## src/hw/mcg_pkg.sv

```systemverilog
// Purpose: shared constants and types of the master clock generator
// Assumes: one 125 MHz clock, classic Wishbone register access
// Notes: field layout of the control register lives here
package mcg_pkg;
   // =====================================================
   // register offsets (byte addresses)
   localparam logic [3:0] ADDR_CONFIG = 4'h0;
   localparam logic [3:0] ADDR_STATUS = 4'h4;
   localparam logic [3:0] ADDR_MASK = 4'h8;
   localparam logic [3:0] ADDR_STATE = 4'hC;
   // =====================================================
   // config field positions and output divider limit
   localparam int CFG_HALVE_POS = 0;
   localparam int CFG_MODE_POS = 1;
   localparam int CFG_IDIV_POS = 3;
   localparam int CFG_ODIV_POS = 5;
   localparam int CFG_MUL_POS = 9;
   localparam logic [3:0] ODIV_MAX = 4'hE;
   // =====================================================
   // status / mask bits
   localparam int IRQ_WDOG_POS = 0;
   localparam int IRQ_LOCK_POS = 1;
   localparam int IRQ_W = 2;
   // =====================================================
   // reset values, loop step and loop limits
   localparam logic [15:0] CONFIG_RESET = 16'h0000;
   localparam logic [IRQ_W-1:0] MASK_RESET = 2'h0;
   localparam logic [15:0] NCO_BASE_INC = 16'h2000;
   localparam logic [15:0] NCO_STEP = 16'h0010;
   localparam logic [15:0] NCO_MAX_INC = 16'hF000;
   localparam logic [15:0] NCO_MIN_INC = 16'h0100;
   // =====================================================
   // timing
   localparam int CLK_MHZ = 125;
   localparam int WDOG_TIMEOUT_NS = 500;
   localparam int WDOG_CYCLES_I = WDOG_TIMEOUT_NS * CLK_MHZ / 1000;
   localparam logic [7:0] WDOG_CYCLES = WDOG_CYCLES_I[7:0];
   // =====================================================
   // clock path modes
   typedef enum logic [1:0] {
      MODE_BYPASS = 2'b00,
      MODE_BYPASS_MON = 2'b01,
      MODE_BYPASS_ALT = 2'b10,
      MODE_PLL = 2'b11
   } mcg_mode_e;

   typedef struct packed {
      logic [4:0] loopMultiplierField;
      logic [3:0] outputPrescaleField;
      logic [1:0] inputPrescaleField;
      mcg_mode_e clockPathModeField;
      logic cpuClockHalveSelect;
   } mcg_cfg_s;

   typedef struct packed {
      logic masterTick;
      logic cpuTick;
      logic busTick;
      logic sysTick;
      logic masterLevel;
   } mcg_ticks_s;
endpackage : mcg_pkg

```

## src/hw/mcg_master_clock.sv

```systemverilog
// Purpose: master, cpu and system clock enables from the oscillator pin
// Assumes: oscillator pin is asynchronous and well below clk/2
// Notes: derived clocks are one-cycle enables on clk, except masterLevel in one-to-one bypass
//
// How it works
// - cpu clock is master clock or half of it, one select bit
// - cpu and external bus controller both run from the cpu clock
// - peripheral system clock has the cpu clock frequency
// - bypass: master = oscillator / ((input div+1)*(output div+1))
// - bypass with both dividers zero: master follows oscillator level
// - input divider up to 3, output divider up to 14
// - mode 11 enables the loop and takes master from its output
// - loop mode: master = osc*(mul+1)/((idiv+1)*(odiv+1))
// - loop adjusts its frequency in small steps, never abruptly
// - missing oscillator in monitored bypass: interrupt, emergency clock
// - loop off disables oscillator monitoring and its interrupt
//
// The Wishbone interface to the registers and the register offsets were decided locally.
`timescale 1ns/1ns
`default_nettype none
module mcg_master_clock (
   input wire logic clk,
   input wire logic reset,
   input wire logic oscillatorInputPin,
   input wire logic wb_cyc_i,
   input wire logic wb_stb_i,
   input wire logic wb_we_i,
   input wire logic [3:0] wb_adr_i,
   input wire logic [3:0] wb_sel_i,
   input wire logic [31:0] wb_dat_i,
   output logic [31:0] wb_dat_o,
   output logic wb_ack_o,
   output mcg_pkg::mcg_ticks_s ticks,
   output logic emergencyClock,
   output logic loopLocked,
   output logic irq
);
   import mcg_pkg::*;

   // =====================================================
   // registers
   logic [15:0] configReg;
   logic [IRQ_W-1:0] statusReg;
   logic [IRQ_W-1:0] maskReg;
   logic [IRQ_W-1:0] eventSet;
   mcg_cfg_s cfg;
   mcg_cfg_s active;
   logic busWrite;
   logic busRead;
   logic cpuPhase;
   logic cpuTick;

   assign cfg = mcg_cfg_s'(configReg[13:0]);
   assign busWrite = wb_cyc_i & wb_stb_i & wb_we_i & ~wb_ack_o;
   assign busRead = wb_cyc_i & wb_stb_i & ~wb_we_i & ~wb_ack_o;

   always_ff @(posedge clk) begin
      if (reset) begin
         wb_ack_o <= 1'b0;
      end else begin
         wb_ack_o <= wb_cyc_i & wb_stb_i & ~wb_ack_o;
      end
   end

   always_ff @(posedge clk) begin
      if (reset) begin
         configReg <= CONFIG_RESET;
      end else if (busWrite && wb_adr_i == ADDR_CONFIG) begin
         if (wb_sel_i[0]) begin
            configReg[7:0] <= wb_dat_i[7:0];
         end
         if (wb_sel_i[1]) begin
            configReg[13:8] <= wb_dat_i[13:8];
         end
      end
   end

   always_ff @(posedge clk) begin
      if (reset) begin
         maskReg <= MASK_RESET;
      end else if (busWrite && wb_adr_i == ADDR_MASK && wb_sel_i[0]) begin
         maskReg <= wb_dat_i[IRQ_W-1:0];
      end
   end

   // set wins over a same-cycle write-one clear
   always_ff @(posedge clk) begin
      if (reset) begin
         statusReg <= '0;
      end else if (busWrite && wb_adr_i == ADDR_STATUS && wb_sel_i[0]) begin
         statusReg <= (statusReg & ~wb_dat_i[IRQ_W-1:0]) | eventSet;
      end else begin
         statusReg <= statusReg | eventSet;
      end
   end

   always_ff @(posedge clk) begin
      if (reset) begin
         wb_dat_o <= 32'h0000_0000;
      end else if (busRead) begin
         unique case (wb_adr_i)
            ADDR_CONFIG: wb_dat_o <= {18'h0_0000, configReg[13:0]};
            ADDR_STATUS: wb_dat_o <= {30'h0000_0000, statusReg};
            ADDR_MASK: wb_dat_o <= {30'h0000_0000, maskReg};
            ADDR_STATE: wb_dat_o <= {16'h0000, active[13:0],
               emergencyClock, loopLocked};
            default: wb_dat_o <= 32'h0000_0000;
         endcase
      end
   end

   assign irq = |(statusReg & maskReg);

   // =====================================================
   // oscillator pin synchroniser and edge
   logic oscMeta;
   logic oscSync;
   logic oscLast;
   logic oscEdge;

   always_ff @(posedge clk) begin
      if (reset) begin
         oscMeta <= 1'b0;
         oscSync <= 1'b0;
         oscLast <= 1'b0;
      end else begin
         oscMeta <= oscillatorInputPin;
         oscSync <= oscMeta;
         oscLast <= oscSync;
      end
   end
   assign oscEdge = oscSync & ~oscLast;

   // =====================================================
   // input prescaler gives the reference edge
   logic [1:0] idivCount;
   logic refEdge;
   logic masterTick;

   assign refEdge = oscEdge && idivCount == active.inputPrescaleField;

   always_ff @(posedge clk) begin
      if (reset) begin
         idivCount <= 2'h0;
      end else if (refEdge) begin
         idivCount <= 2'h0;
      end else if (oscEdge) begin
         idivCount <= idivCount + 2'h1;
      end
   end

   // =====================================================
   // loop: frequency-locked oscillator on a phase accumulator
   logic loopOn;
   logic loopPath;
   logic [15:0] ncoAcc;
   logic [15:0] ncoInc;
   logic ncoTick;
   logic [16:0] ncoSum;
   logic [7:0] tickCount;
   logic [7:0] tickTarget;

   assign loopPath = active.clockPathModeField == MODE_PLL;
   assign loopOn = loopPath || active.clockPathModeField == MODE_BYPASS_MON;
   assign ncoSum = {1'b0, ncoAcc} + {1'b0, ncoInc};
   assign ncoTick = loopOn & ncoSum[16];
   assign tickTarget = {3'h0, active.loopMultiplierField} + 8'h01;

   always_ff @(posedge clk) begin
      if (reset || !loopOn) begin
         ncoAcc <= 16'h0000;
      end else begin
         ncoAcc <= ncoSum[15:0];
      end
   end

   always_ff @(posedge clk) begin
      if (reset || !loopOn) begin
         tickCount <= 8'h00;
      end else if (refEdge) begin
         // the edge cycle's own tick opens the next window, none lost
         tickCount <= {7'h00, ncoTick};
      end else if (ncoTick && tickCount != 8'hFF) begin
         tickCount <= tickCount + 8'h01;
      end
   end

   // one small step per reference edge
   // lock to (mul+1) loop ticks per reference
   always_ff @(posedge clk) begin
      if (reset || !loopOn) begin
         ncoInc <= NCO_BASE_INC;
         loopLocked <= 1'b0;
      end else if (emergencyClock) begin
         ncoInc <= NCO_BASE_INC;
         loopLocked <= 1'b0;
      end else if (loopPath && refEdge) begin
         loopLocked <= tickCount == tickTarget;
         if (tickCount < tickTarget && ncoInc < NCO_MAX_INC) begin
            ncoInc <= ncoInc + NCO_STEP;
         end else if (tickCount > tickTarget && ncoInc > NCO_MIN_INC) begin
            ncoInc <= ncoInc - NCO_STEP;
         end
      end
   end

   // =====================================================
   // oscillator watchdog
   logic [7:0] wdogCount;
   logic lockedLast;

   // missing edges in monitored bypass switch to loop base clock
   always_ff @(posedge clk) begin
      if (reset || !loopOn || oscEdge) begin
         wdogCount <= 8'h00;
      end else if (wdogCount != WDOG_CYCLES) begin
         wdogCount <= wdogCount + 8'h01;
      end
   end

   always_ff @(posedge clk) begin
      if (reset || !loopOn) begin
         emergencyClock <= 1'b0;
      end else if (wdogCount == WDOG_CYCLES && !loopPath) begin
         emergencyClock <= 1'b1;
      end
   end

   always_ff @(posedge clk) begin
      if (reset) begin
         lockedLast <= 1'b0;
      end else begin
         lockedLast <= loopLocked;
      end
   end

   always_comb begin
      eventSet = '0;
      eventSet[IRQ_WDOG_POS] = loopOn && !loopPath && !emergencyClock &&
         wdogCount == WDOG_CYCLES;
      eventSet[IRQ_LOCK_POS] = loopLocked & ~lockedLast;
   end

   // =====================================================
   // output prescaler and master clock
   logic [3:0] odivCount;
   logic preTick;
   logic oneToOne;

   // bypass feeds reference, loop and emergency clock feed loop ticks
   assign preTick = (loopPath || emergencyClock) ? ncoTick : refEdge;
   assign masterTick = preTick && odivCount == active.outputPrescaleField;
   assign oneToOne = !loopPath && !emergencyClock &&
      active.inputPrescaleField == 2'h0 && active.outputPrescaleField == 4'h0;

   always_ff @(posedge clk) begin
      if (reset || masterTick) begin
         odivCount <= 4'h0;
      end else if (preTick) begin
         odivCount <= odivCount + 4'h1;
      end
   end

   // settings move to the active copy on a master tick, or with the loop off, pin low and both counts zero
   always_ff @(posedge clk) begin
      if (reset) begin
         active <= mcg_cfg_s'(CONFIG_RESET[13:0]);
      end else if (masterTick || (!oscSync && idivCount == 2'h0 &&
            odivCount == 4'h0 && !loopOn)) begin
         active <= cfg;
         if (cfg.outputPrescaleField > ODIV_MAX) begin
            active.outputPrescaleField <= ODIV_MAX;
         end
         active.cpuClockHalveSelect <= cpuPhase ?
            active.cpuClockHalveSelect : cfg.cpuClockHalveSelect;
      end
   end

   // =====================================================
   // cpu, bus and system enables
   // halve when select set
   assign cpuTick = masterTick & (~active.cpuClockHalveSelect | cpuPhase);

   // halve phase restarts only at a cpu edge
   always_ff @(posedge clk) begin
      if (reset) begin
         cpuPhase <= 1'b0;
      end else if (masterTick) begin
         cpuPhase <= active.cpuClockHalveSelect & ~cpuPhase;
      end
   end

   always_ff @(posedge clk) begin
      if (reset) begin
         ticks <= '0;
      end else begin
         ticks.masterTick <= masterTick;
         ticks.cpuTick <= cpuTick;
         ticks.busTick <= cpuTick;
         ticks.sysTick <= cpuTick;
         ticks.masterLevel <= oneToOne ? oscSync : masterTick;
      end
   end
endmodule : mcg_master_clock
`default_nettype wire

```

## config.mk

```make
export PLATFORM = sky130hd
export DESIGN_NAME = mcg_master_clock
export DESIGN_NICKNAME = d
export VERILOG_FILES = /design/src/hw/mcg_pkg.sv /design/src/hw/mcg_master_clock.sv
export SDC_FILE = /design/constraint.sdc
export NUM_CORES = 1
export LEC_CHECK = 0
export ABC_AREA = 1
export BUFFER_PORTS_ARGS = -buffer_cell sky130_fd_sc_hd__buf_2
export CORE_MARGIN = 2
export CORE_UTILIZATION = 55
export DETAILED_ROUTE_END_ITERATION = 12
export GPL_TIMING_DRIVEN = 0
export PLACE_DENSITY = 0.78
export RECOVER_POWER = 100
export SKIP_LAST_GASP = 1
export SLEW_MARGIN = 15
export SYNTH_ARGS = -nofsm -noshare
export SYNTH_HDL_FRONTEND = slang
export SYNTH_SLANG_ARGS = --single-unit
```

## constraint.sdc

```tcl
create_clock -name clk -period 5.6 [get_ports clk]
set_input_delay 0.56 -clock clk [delete_from_list [all_inputs] [get_ports clk]]
set_output_delay 0.56 -clock clk [all_outputs]
set_load 0.05 [all_outputs]
```

==> impl_metrics.yaml <==
pwr:
  power_frac_clock_pct: 32.7
  powerDensity_nw_per_um2: 248
  max-vdd-ir-drop_mv: 0.140
  p_sw_share_pct: 33.0
  power_mw: 1.55
  switching_power_uw: 511
  p_comb_share_pct: 16.2
  leakage_nw: 2.60
  internal_power_mw: 1.04
  power_frac_seq_pct: 51.1
finish:
  antenna_cells: 0
  fin_util_pct: 61.3
  area_growth_syn_to_layout_pct: 9.40
  final_nets: 924
  mostFrequentLayoutCell: "nand2_1"
  layout-drive-gt1-share_pct: 10.5
  mostFrequentLayoutCells: "136 x nand2_1, 105 x dfxtp_1, 90 x nor2_1"
logic_synthesis:
  syn_avg_cell_area_um2: 7.45
  yosys.area_share.simple_pct: 25.0
  yosysSeqAreaShare_pct: 36.8
  synthArstFlopShare_pct: 0
  muxShareOfSynthArea_pct: 0
  synth_top_family_by_area: "simple AND/OR/NAND/NOR gates"
  ys.flop_type: "dfxtp_1"
  synthAdderAreaFrac_pct: 8.37
  synth-seq-cells: 105
  synth-compound-area-share_pct: 16.7
  synth.distinct_cells: 51
  synth_cells: 766
  synthXorXnorAreaFrac_pct: 3.84
  ys_warn_count: 0
  syn-cell-area_um2: 5710
  synth-edff-count: 0
timing:
  setup_violations: 0
  max_slew_margin_pct: 32.3
  tns_ns: 0
  slew_violations: 0
  finalCritPeriodShare_pct: 69.4
  final.setup_skew_ns: 0.0231
  hold_viol: 0
  fin_ws_ns: 1.72
  tightest_slew_ns: 1.01
  grt_setup_unrepaired: "no"
  clock.fmax_mhz: 257
  fin_hold_ws_ns: 0.377
  fin_crit_ns: 3.88
placed_design:
  place_ws_ns: 1.85
  place.gp.congestion: 0.924
  port_buffers: 49
  dpl.hpwl_um: 10400
detailed_routing:
  viasPerCell: 5.41
  wl_um: 13600
  wl_per_cell_um: 13.8
  drtAntennaViolNets: 0
  first_pass_iters: 5
  drc: 0
  first_iter_violations: 385
  vias: 5313
clock_network:
  cts_resized: 0
  cts_setup_buffers: 0
  cts.sinks: 105
  htreeDepth: 3
  cts_tree: "done"
  clkTransAtPathRegs_ns: 0.13
  cts_root_buf: "clkbuf_8"
  cts_made_buffers: 9
  cts_hold_buf: 0
  clock_path_buffers: 2
  insertion_delay_ns: 0.39
worst_setup_path:
  critPathRequiredTime_ns: 5.87
  endpoint_kind: "flop"
  critPathMaxFanout: 13
  rrSetupSlack_ns: 1.72
  path_class: "reg -> reg"
  crit_arrival_ns: 4.15
  start_kind: "flop"
global_routing:
  grt_max_degree: 24
  grt_pass1_wl_um: 22900
  grt_usage_pct: 25.1
  grt_antenna_before_repair: 0
  grt_overflow: 0
  grt_pass1_vias: 5058
die:
  initial_core_util_pct: 56.0
  fp.dieW_um: 106
  die_h_um: 106
  num_rows: 37
  core_area_um2: 10200
  io-pin-count: 87
  die_area_um2: 11200
hold_path:
  worstHoldPathType: "in -> reg"
outcome:
  status: "finished clean"
run:
  drv_cap: 0
==> cells in the mapped netlist (2+ instances only) <==
library cell  instances  area, um2
fa_1                  2       40.0
or2_2                 2       12.5
o21bai_1              3       22.5
dfxtp_1             105       2100
nand3_2               2       20.0
xor2_1               18        158
inv_1                70        263
nand3_1              32        160
buf_4                19        143
clkbuf_1              7       26.3
buf_2                 2       10.0
and3_1                2       12.5
a21oi_1              79        395
nor3_1               16       80.1
buf_1                 2       7.51
nor3_4                2       32.5
o21ai_0              58        290
nor4_1                3       18.8
a21oi_2               2       17.5
o22ai_1               3       18.8
nand2_2               6       37.5
nor2_2               13       81.3
nand2_1             131        492
o21ai_1              12       60.1
nand2_4               2       22.5
o2111ai_1             2       17.5
xnor2_1               7       61.3
a22o_1                6       52.6
nor2_1               88        330
inv_2                 8       30.0
ha_1                 35        438
nand4_1               5       31.3
nand3_4               2       35.0
o32ai_1               2       17.5
nand3b_1              2       15.0
==> sequential cells by signal, indices dropped and copies added (netlist names) <==
name and flops:
active 14, configReg 14, cpuPhase 1, emergencyClock 1, idivCount 2, lockedLast 1
loopLocked 1, maskReg 2, ncoAcc 12, ncoInc 12, odivCount 4, oscLast 1
oscMeta 1, oscSync 1, statusReg 2, tickCount 8, ticks 3, wb_ack_o 1
wb_dat_o 16, wdogCount 8
==> power by group through the flow <==
stage | clock network, mW | logic, mW | registers [mW]
after floorplan | 0 | 0.207 | 0.810
after detailed placement | 0 | 0.272 | 0.807
after global routing | 0.544 | 0.280 | 0.793
after CTS | 0.513 | 0.274 | 0.790
after global placement | 0 | 0.263 | 0.806
final | 0.507 | 0.251 | 0.791
==> path summary, 6_finish.rpt <==
kind,startpoint,to,cells after the start
worst max register to register,active[11],ncoInc[13],14
worst min register to register,oscMeta,oscSync,2
worst max-delay path,active[11],ncoInc[13],14
worst min-delay path,oscillatorInputPin,oscMeta,3
==> critical path, cell delays in order, from the launching register on <==
cell      delay, ns
dfxtp_1        0.46
nand3_1        0.14
xor2_1         0.17
ha_1           0.32
a21oi_1        0.16
nand2_1        0.07
o21bai_1       0.36
nand3_1        0.55
ha_1           0.60
nand3_1        0.13
nand3b_1       0.19
a21oi_1        0.12
o21ai_0        0.25
xor2_1         0.16
o21ai_0        0.08
==> cells by family (layout without fill, tap and decap cells) <==
group,count (synthesis),in the layout
AO/OA/AOI/OAI,175,175
XOR/XNOR,25,25
adder cells (fa/ha/maj),37,37
buffers and inverters,112,177
flip-flops,105,105
other,1,16
AND/OR/NAND/NOR,311,311
==> stage by stage <==
stage / instance area [um2] / std cells
2_1_floorplan: 5760 / 781
3_3_place_gp: 6180 / 966
3_5_place_dp: 6180 / 966
4_1_cts: 6400 / 982
5_1_grt: 6240 / 982
6_report: 6240 / 982
==> area by class of cell <==
type / count / area (um2)
Buffer: 32 / 189
Clock buffer: 9 / 124
Clock inverter: 7 / 96.3
Fill cell: 939 / 3940
Inverter: 80 / 302
Multi-Input combinational cell: 564 / 3050
Sequential cell: 105 / 2100
Tap cell: 136 / 170
Timing Repair Buffer: 49 / 214
==> per-layer routing <==
layer / global-route usage, % / part of all wire, % / vias up
met4: 10.1 / 2.2 / 0
met3: 4.89 / 5.6 / 25
met2: 44.0 / 49 / 173
met1: 30.3 / 43 / 2454
met5: 0 / 0 / -
li1: - / - / 2661
Power figures use the tool's default switching activity.
